## config.mk

```make
export PLATFORM = sky130hd
export DESIGN_NAME = clk_gate_ctl
export DESIGN_NICKNAME = d
export VERILOG_FILES = /design/src/clk_gate_pkg.sv /design/src/clk_gate_ctl.sv /design/src/gate_select.sv
export VERILOG_INCLUDE_DIRS = /design/src
export SDC_FILE = /design/constraint.sdc
export NUM_CORES = 1
export LEC_CHECK = 0
export BUFFER_PORTS_ARGS = -buffer_cell sky130_fd_sc_hd__buf_2
export CORE_AREA = 4 4 78 80
export DETAILED_ROUTE_END_ITERATION = 8
export DIE_AREA = 0 0 82 84
export PLACE_DENSITY = 0.7
export SKIP_CTS_REPAIR_TIMING = 1
export SKIP_LAST_GASP = 1
export SLEW_MARGIN = 10
export SYNTH_ARGS = -nofsm -noshare
export SYNTH_HDL_FRONTEND = slang
export SYNTH_SLANG_ARGS = --single-unit
```

## constraint.sdc

```tcl
create_clock -name ref_clk_i -period 1.58 [get_ports ref_clk_i]
set_input_delay 0.316 -clock ref_clk_i [delete_from_list [all_inputs] [get_ports ref_clk_i]]
set_output_delay 0.316 -clock ref_clk_i [all_outputs]
set_load 0.02 [all_outputs]
```

## src/clk_gate_map.svh

```systemverilog
// Register map, field positions and reset values of the clock gate block.
// Included by the package and the design files; definitions only.
`ifndef CLK_GATE_MAP_SVH
`define CLK_GATE_MAP_SVH

`define SRC0_OFFSET       12'h040
`define DSGATE_OFFSET     12'h128
`define SRC0_RESET        32'h0000_0000
`define DSGATE_RESET      32'h0000_0000
`define DSGATE_MASK       32'h0000_00ff
`define SRC0_MASK         32'h0001_0048
`define SRC0_CONV_BIT     16
`define SRC0_HIB_BIT      6
`define SRC0_WDOG_BIT     3
`define NUM_PORTS         8
`define ADDR_W            12

`endif

```

## src/clk_gate_pkg.sv

```systemverilog
// Types shared by the clock gate block and its gate selector.
// Assumes the map header is on the include path.
`include "clk_gate_map.svh"
package clk_gate_pkg;
    typedef enum logic [1:0] {
        PM_RUN,
        PM_SLEEP,
        PM_DEEP
    } power_mode_t;

    typedef struct packed {
        logic [`NUM_PORTS-1:0] run_gate;
        logic [`NUM_PORTS-1:0] sleep_gate;
        logic [`NUM_PORTS-1:0] deep_gate;
    } gate_set_t;

    typedef struct packed {
        logic conv;
        logic hibernation_reset;
        logic wdog;
    } unit_reset_t;
endpackage

```

## src/clk_gate_ctl.sv

```systemverilog
// Deep sleep port clock gate and soft reset control 0, APB slave.
// Assumes run and sleep gate registers, mode and capability mask come from
// the rest of system control on ref_clk_i.
`timescale 1ns/1ns
`default_nettype none
`include "clk_gate_map.svh"
module clk_gate_ctl
    import clk_gate_pkg::*;
(
    input  wire logic                      ref_clk_i,
    input  wire logic                      arst_n_i,
    input  wire logic                      psel_i,
    input  wire logic                      penable_i,
    input  wire logic                      pwrite_i,
    input  wire logic [`ADDR_W-1:0]        paddr_i,
    input  wire logic [31:0]               pwdata_i,
    output logic [31:0]                    prdata_o,
    output logic                           pready_o,
    output logic                           pslverr_o,
    input  wire clk_gate_pkg::power_mode_t mode_i,
    input  wire logic                      auto_clock_gating_i,
    input  wire logic [`NUM_PORTS-1:0]     run_port_clock_gate_i,
    input  wire logic [`NUM_PORTS-1:0]     sleep_port_clock_gate_i,
    input  wire logic [31:0]               capability_mask_1_i,
    input  wire logic                      port_access_i,
    input  wire logic [2:0]                port_sel_i,
    output logic                           port_fault_o,
    output logic [`NUM_PORTS-1:0]          port_clk_en_o,
    output clk_gate_pkg::unit_reset_t      unit_reset_o
);
    import clk_gate_pkg::*;

    logic [`NUM_PORTS-1:0] deep_gate_q;
    logic [31:0]           src0_q;
    logic                  wr_en;
    logic                  acc_en;
    gate_set_t             gates;

    function automatic logic hit(input logic [`ADDR_W-1:0] a, input logic [`ADDR_W-1:0] off);
        hit = (a == off);
    endfunction

    assign acc_en   = psel_i && penable_i;
    assign wr_en    = acc_en && pwrite_i;
    assign pready_o = 1'b1;
    assign pslverr_o = acc_en && !hit(paddr_i, `SRC0_OFFSET)
                              && !hit(paddr_i, `DSGATE_OFFSET);

    always_ff @(posedge ref_clk_i or negedge arst_n_i)
    begin
        if (!arst_n_i)
            deep_gate_q <= `NUM_PORTS'(`DSGATE_RESET);
        else if (wr_en && hit(paddr_i, `DSGATE_OFFSET))
            deep_gate_q <= pwdata_i[`NUM_PORTS-1:0];
    end

    always_ff @(posedge ref_clk_i or negedge arst_n_i)
    begin
        if (!arst_n_i)
            src0_q <= `SRC0_RESET;
        else if (wr_en && hit(paddr_i, `SRC0_OFFSET))
            src0_q <= (pwdata_i & capability_mask_1_i & `SRC0_MASK)
                    | (src0_q & ~capability_mask_1_i);
    end

    always_ff @(posedge ref_clk_i or negedge arst_n_i)
    begin
        if (!arst_n_i)
            prdata_o <= '0;
        else if (psel_i && !penable_i && !pwrite_i)
        begin
            if (hit(paddr_i, `DSGATE_OFFSET))
                prdata_o <= {{(32-`NUM_PORTS){1'b0}}, deep_gate_q};
            else if (hit(paddr_i, `SRC0_OFFSET))
                prdata_o <= src0_q & `SRC0_MASK;
            else
                prdata_o <= '0;
        end
    end

    assign gates = '{run_gate:   run_port_clock_gate_i,
                     sleep_gate: sleep_port_clock_gate_i,
                     deep_gate:  deep_gate_q};

    gate_select u_sel (
        .ref_clk_i           (ref_clk_i),
        .arst_n_i            (arst_n_i),
        .mode_i              (mode_i),
        .auto_clock_gating_i (auto_clock_gating_i),
        .gates_i             (gates),
        .enable_o            (port_clk_en_o)
    );

    // Fault is combinational so the port access answers in its own cycle
    assign port_fault_o = port_access_i && !port_clk_en_o[port_sel_i];

    // Unit resets held while bit set
    assign unit_reset_o = '{conv: src0_q[`SRC0_CONV_BIT],
                            hibernation_reset:  src0_q[`SRC0_HIB_BIT],
                            wdog: src0_q[`SRC0_WDOG_BIT]};

    AST_DEEP_WRITE: assert property (@(posedge ref_clk_i) disable iff (!arst_n_i)
        (wr_en && paddr_i == `DSGATE_OFFSET) |=> deep_gate_q == $past(pwdata_i[7:0]))
        else $error("deep gate write lost");
    AST_FAULT_GATED: assert property (@(posedge ref_clk_i) disable iff (!arst_n_i)
        (port_access_i && !port_clk_en_o[port_sel_i]) |-> port_fault_o)
        else $error("access to gated port not faulted");
    AST_NO_FAULT_OPEN: assert property (@(posedge ref_clk_i) disable iff (!arst_n_i)
        (port_access_i && port_clk_en_o[port_sel_i]) |-> !port_fault_o)
        else $error("fault on clocked port");
    AST_RESERVED_ZERO: assert property (@(posedge ref_clk_i) disable iff (!arst_n_i)
        (src0_q & ~`SRC0_MASK) == 32'h0 && prdata_o[31:17] == 15'h0)
        else $error("reserved bits nonzero");
    AST_MASKED_WRITE: assert property (@(posedge ref_clk_i) disable iff (!arst_n_i)
        (wr_en && paddr_i == `SRC0_OFFSET && !capability_mask_1_i[3])
        |=> src0_q[3] == $past(src0_q[3]))
        else $error("masked reset bit changed");
    AST_WDOG_HELD: assert property (@(posedge ref_clk_i) disable iff (!arst_n_i)
        src0_q[3] |-> unit_reset_o.wdog)
        else $error("watchdog reset not held");
    AST_HIB_HELD: assert property (@(posedge ref_clk_i) disable iff (!arst_n_i)
        src0_q[6] |-> unit_reset_o.hibernation_reset)
        else $error("hibernation reset not held");
    AST_CONV_HELD: assert property (@(posedge ref_clk_i) disable iff (!arst_n_i)
        src0_q[16] |-> unit_reset_o.conv)
        else $error("converter reset not held");
    AST_UNMAPPED_ERR: assert property (@(posedge ref_clk_i) disable iff (!arst_n_i)
        (acc_en && paddr_i != `SRC0_OFFSET && paddr_i != `DSGATE_OFFSET) |-> pslverr_o)
        else $error("unmapped access without error");
    AST_GATE_RESERVED: assert property (@(posedge ref_clk_i) disable iff (!arst_n_i)
        prdata_o[31:17] == 15'h0 && (src0_q & 32'hfffe_ffb7) == 32'h0)
        else $error("reserved reset bits set");
    AST_RESET_VALUE: assert property (@(posedge ref_clk_i)
        $rose(arst_n_i) |-> deep_gate_q == 8'h00 && src0_q == 32'h0)
        else $error("reset values wrong");
    AST_RUN_MODE: assert property (@(posedge ref_clk_i) disable iff (!arst_n_i)
        (mode_i == PM_RUN) [*2] |-> port_clk_en_o == $past(run_port_clock_gate_i))
        else $error("run mode enable wrong");
    AST_SLEEP_ACG: assert property (@(posedge ref_clk_i) disable iff (!arst_n_i)
        (mode_i == PM_SLEEP && auto_clock_gating_i) |=>
        port_clk_en_o == $past(sleep_port_clock_gate_i))
        else $error("sleep gate not applied");

    COV_DEEP_WR: cover property (@(posedge ref_clk_i) wr_en && paddr_i == `DSGATE_OFFSET);
    COV_SRC_WR: cover property (@(posedge ref_clk_i) wr_en && paddr_i == `SRC0_OFFSET);
    COV_FAULT: cover property (@(posedge ref_clk_i) port_fault_o);
    COV_DEEP_MODE: cover property (@(posedge ref_clk_i) mode_i == PM_DEEP && auto_clock_gating_i);
endmodule
`default_nettype wire

```

## src/gate_select.sv

```systemverilog
// Picks the port clock enables for the current power mode.
// Assumes the mode and the auto gating bit are synchronous to ref_clk_i.
`timescale 1ns/1ns
`default_nettype none
`include "clk_gate_map.svh"
module gate_select
    import clk_gate_pkg::*;
(
    input  wire logic                  ref_clk_i,
    input  wire logic                  arst_n_i,
    input  wire clk_gate_pkg::power_mode_t mode_i,
    input  wire logic                  auto_clock_gating_i,
    input  wire clk_gate_pkg::gate_set_t   gates_i,
    output logic [`NUM_PORTS-1:0]      enable_o
);
    import clk_gate_pkg::*;

    logic [`NUM_PORTS-1:0] enable_d;
    logic [`NUM_PORTS-1:0] enable_q;

    always_comb
    begin
        case (mode_i)
            PM_RUN:   enable_d = gates_i.run_gate;
            PM_SLEEP: enable_d = auto_clock_gating_i ? gates_i.sleep_gate
                                                     : gates_i.run_gate;
            PM_DEEP:  enable_d = auto_clock_gating_i ? gates_i.deep_gate
                                                     : gates_i.run_gate;
            default:  enable_d = gates_i.run_gate;
        endcase
    end

    always_ff @(posedge ref_clk_i or negedge arst_n_i)
    begin
        if (!arst_n_i)
            enable_q <= '0;
        else
            enable_q <= enable_d;
    end

    assign enable_o = enable_q;

    AST_DEEP_USES_DEEP_GATE: assert property (@(posedge ref_clk_i) disable iff (!arst_n_i)
        (mode_i == PM_DEEP && auto_clock_gating_i) |=> enable_o == $past(gates_i.deep_gate))
        else $error("deep sleep enable not from deep gate");
    AST_NO_ACG_RUN_GATE: assert property (@(posedge ref_clk_i) disable iff (!arst_n_i)
        !auto_clock_gating_i |=> enable_o == $past(gates_i.run_gate))
        else $error("without auto gating run gate must apply");
endmodule
`default_nettype wire

```

==> impl_summary.md <==
Die
The area of the die is 0.00689 sq mm. Pin placement for this block handled 150 I/O pins. For this configuration, the core starts out at a cell density of between 20% and 30%.

The total number of placement rows is 27. In this run the horizontal extent of the chip is between 80 and 90 um. The placeable core region is 0.00541 sq mm.

The die extent in y is roughly 84 um.

GRT
The first-pass GRT wire length is 6300 um. The busiest metal layer after global routing is met2. The number of antenna violations at the first check in global routing is 0.

In the global route stage, met1 resource usage came out at a little over an eighth. In the global route stage, overall resource usage came out at roughly 12%. The total overflow left after global routing is 0.

The via count of the first global-routing pass is 1,359. Global routing used 19.8% of the available met2 tracks. Entering global routing, the biggest net connects 29 pins. For this run, global-route usage on met3 was measured as 2.05%.

Finish
The number of nets at the end of the flow is 321. The area added between synthesis and finish is 32.9%. The share of final-layout standard cells stronger than drive strength 1 is 50.7%. The post-route standard cell area excluding fillers is 0.00209 sq mm. 0 antenna diodes ended up in the layout.

The post-layout utilization of the core is 38.6%.

Worst setup path
The capturing element of the worst setup path is pslverr_o. The largest delay contributor family on the critical path is simple AND/OR/NAND/NOR gates. The category of the critical setup timing path is input port to output port.

The number of buffers and inverters on the critical path is 3. The largest fanout of any net on the critical path is 3. The data required time at the worst endpoint is 1260 ps. The count of cell instances traversed by the critical path is 6.

The setup check on the worst reg-to-reg path leaves a slack of 420 ps. The worst setup path is captured at an output port. The depth of the worst register-to-register path is 3. The worst setup path is launched from an input port. The worst register-to-register path ends at prdata_o[3]. The most critical setup path has its startpoint at paddr_i[4].

At the worst endpoint, the arrival time is approximately 1500 ps. Walking the worst path, the cells encountered are buf_6, or4_4, buf_6, a211oi_2, nor2_1, buf_4. The slowest stage of the critical path belongs to the cell sky130_fd_sc_hd__or4_4. The biggest cell delay along the critical path is 530 ps. The cell that appears most often on the critical path is sky130_fd_sc_hd__buf_6.

Yosys
Ranked by instance count, the synthesized netlist is headed by 28 x sky130_fd_sc_hd__dfrtp_1, 24 x sky130_fd_sc_hd__buf_4, 8 x sky130_fd_sc_hd__a22oi_1, 8 x sky130_fd_sc_hd__mux2_4, 8 x sky130_fd_sc_hd__o2bb2ai_1. The number of flops mapped to enable cells by yosys is 0. The dominant cell by count in the synthesized netlist is sky130_fd_sc_hd__dfrtp_1. The number of distinct library cell variants in the gate-level netlist after synthesis is 32. The post-synth design cell area is 0.00157 sq mm.

Each instance of the synthesized netlist takes up on average 11.9 sq um. The leading area contributor after synthesis is sky130_fd_sc_hd__dfrtp_1. Of all flip-flops after synthesis, the portion carrying an async set or reset was 100%. The flop and latch count out of synthesis is 28. The share of the Yosys chip area taken by registers is around 45%. The warning count from the yosys run is 0.

Synthesis handed over a netlist of roughly 130 instances. The most used flip-flop cell after synthesis is sky130_fd_sc_hd__dfrtp_1. In the post-synthesis netlist, the biggest area contributors are sky130_fd_sc_hd__dfrtp_1 45%, sky130_fd_sc_hd__buf_4 11%, sky130_fd_sc_hd__mux2_4 7.6%, sky130_fd_sc_hd__o2bb2ai_1 4.5%, sky130_fd_sc_hd__a22o_1 3.9%. The portion of synthesized cell area occupied by the leading cell type is 44.6%.

Routing
The detailed router placed roughly 1,300 vias in this run. In the final routed layout, each cell accounts on average for 13.8 um. For this block, the initial DRC count from the detailed router was 29. The first TritonRoute pass finished after 4 iterations. Wires add up to 3930 um. The post-detailed-route via-to-cell ratio is roughly 4.6. The post-detailed-route count of antenna-violating nets is 0. The number of remaining DRC errors is 0.

Clock tree
The buffer cell driving the clock tree root is sky130_fd_sc_hd__clkbuf_8. The clock tree from TritonCTS is done. The clock transition time at the flip-flop clock pins of the worst setup and hold paths is approximately 80 ps. The number of clock buffers added by TritonCTS is 3.

In this run the deepest clock path goes through 2 buffers. In this run the number of H-tree levels came out at 1. At the later pin of the worst-skew pair, clock insertion delay measures roughly 260 ps. The total number of clock tree sinks is 28.

Outcome
The run finished, with violations left. The final reports fail on negative setup slack.

Placed design
Timing analysis after detailed placement gives a worst setup slack of -476 ps. Once detailed placement completed, the half-perimeter wirelength came to 3230 um. Summing all placed instances gives a cell area of 0.00201 sq mm.

The final weighted congestion in routability-driven placement is 0.835. The count of buffers inserted at the top-level ports is 73.

Timing
The worst slew margin relative to its limit is roughly three fifths. Setup slack on the critical path of the routed design comes to -215 ps. The count of pins over their slew limit was 0. The total of endpoints with negative setup slack in the final report is 21. Static timing analysis puts the maximum clock frequency at 557 MHz.

The post-route minimum period is 1790 ps. Summed over all failing endpoints, the final setup total negative slack is -2360 ps. The transition at the pin with the smallest max-transition slack is 595 ps.

The final hold violation count came to 0. After layout, the worst path uses 114% of the clock period. Setup repair after global routing could not meet its margin everywhere. The post-route clock skew is 1.49 ps.

Power and ir drop
In this run the static leakage power is around 1.1 nW. The total power density per cell area is between 600 and 700 mW/mm^2. The total power is 0.00142 W.

Across the VDD grid, the largest voltage drop is 0.262 mV.

Run
The max-cap violation count is 0.

Min path
In this run the worst hold path is classified as input port to asynchronous set/reset pin.
[worst min path at each step]
stage,cells past startpoint,slack [ps],startpoint,end
2_1_floorplan,0,20,arst_n_i,asynchronous set/reset pin
3_3_place_gp,1,360,arst_n_i,u_sel.enable_o[0]
3_5_place_dp,1,370,arst_n_i,prdata_o[2]
4_1_cts,1,70,arst_n_i,prdata_o[0]
5_1_grt,1,100,arst_n_i,prdata_o[7]
6_report,1,50,arst_n_i,prdata_o[0]
[metrics by stage]
stage | hold slack, ps | std cells
after global routing | 97.6 | 285
after global placement | 356 | 281
after floorplan | 20.4 | 154
after detailed placement | 365 | 281
final | 49.5 | 285
after CTS | 74.8 | 284
[placed cells by master (no fill, tap or decap), types with 3 or more instances in the layout]
master	Yosys	layout
sky130_fd_sc_hd__buf_2	2	70
sky130_fd_sc_hd__dfrtp_1	28	28
sky130_fd_sc_hd__conb_1	2	24
sky130_fd_sc_hd__buf_4	24	14
sky130_fd_sc_hd__a22oi_1	8	8
sky130_fd_sc_hd__o2bb2ai_1	8	8
sky130_fd_sc_hd__mux2_4	8	8
sky130_fd_sc_hd__a22o_1	7	7
sky130_fd_sc_hd__nor4_1	6	6
sky130_fd_sc_hd__buf_6	1	4
sky130_fd_sc_hd__or4_4	1	3
sky130_fd_sc_hd__nand4_1	3	3
sky130_fd_sc_hd__mux2_1	3	3
sky130_fd_sc_hd__clkbuf_8	0	3
[power breakdown]
group / switching [W] / total [W] / leakage [nW] / internal, W
Sequential: 0.00000986 / 0.000746 / 0.380 / 0.000736
Combinational: 0.000183 / 0.000311 / 0.700 / 0.000128
Clock: 0.000192 / 0.000362 / 0.0216 / 0.000170
Total: 0.000385 / 0.00142 / 1.10 / 0.00103
[final cells by class]
class | instances | area (sq um)
clock buffers | 3 | 41.3
fillers | 539 | 3320
inverters | 2 | 7.51
multi-input cells | 92 | 747
flip-flops and latches | 28 | 701
well taps | 72 | 90.1
repair buffers | 88 | 500
[kinds of logic after synthesis]
| group | Yosys count | synth area share [%] |
|---|---|---|
| compound gates | 28 | 14.8 |
| fa+ha+maj | 2 | 1.59 |
| buf+inv | 34 | 14.5 |
| flops | 28 | 44.6 |
| mux | 13 | 12.7 |
| other cells | 2 | 0.478 |
| simple gates | 25 | 11.3 |
[worst reg2reg max path, stage by stage, from the launching register on]
cell and delay, ps:
sky130_fd_sc_hd__dfrtp_1 370, sky130_fd_sc_hd__or4bb_1 400, sky130_fd_sc_hd__nor4_1 190, sky130_fd_sc_hd__a221o_1 150
[metal layers]
metal  part of all wire, %  vias to the layer above
met5                     0                        -
met1                    38                      609
met3                   6.8                       10
met4                   3.2                        0
met2                    52                       59
li1                      -                      621
(Power assumes the default switching activity.)
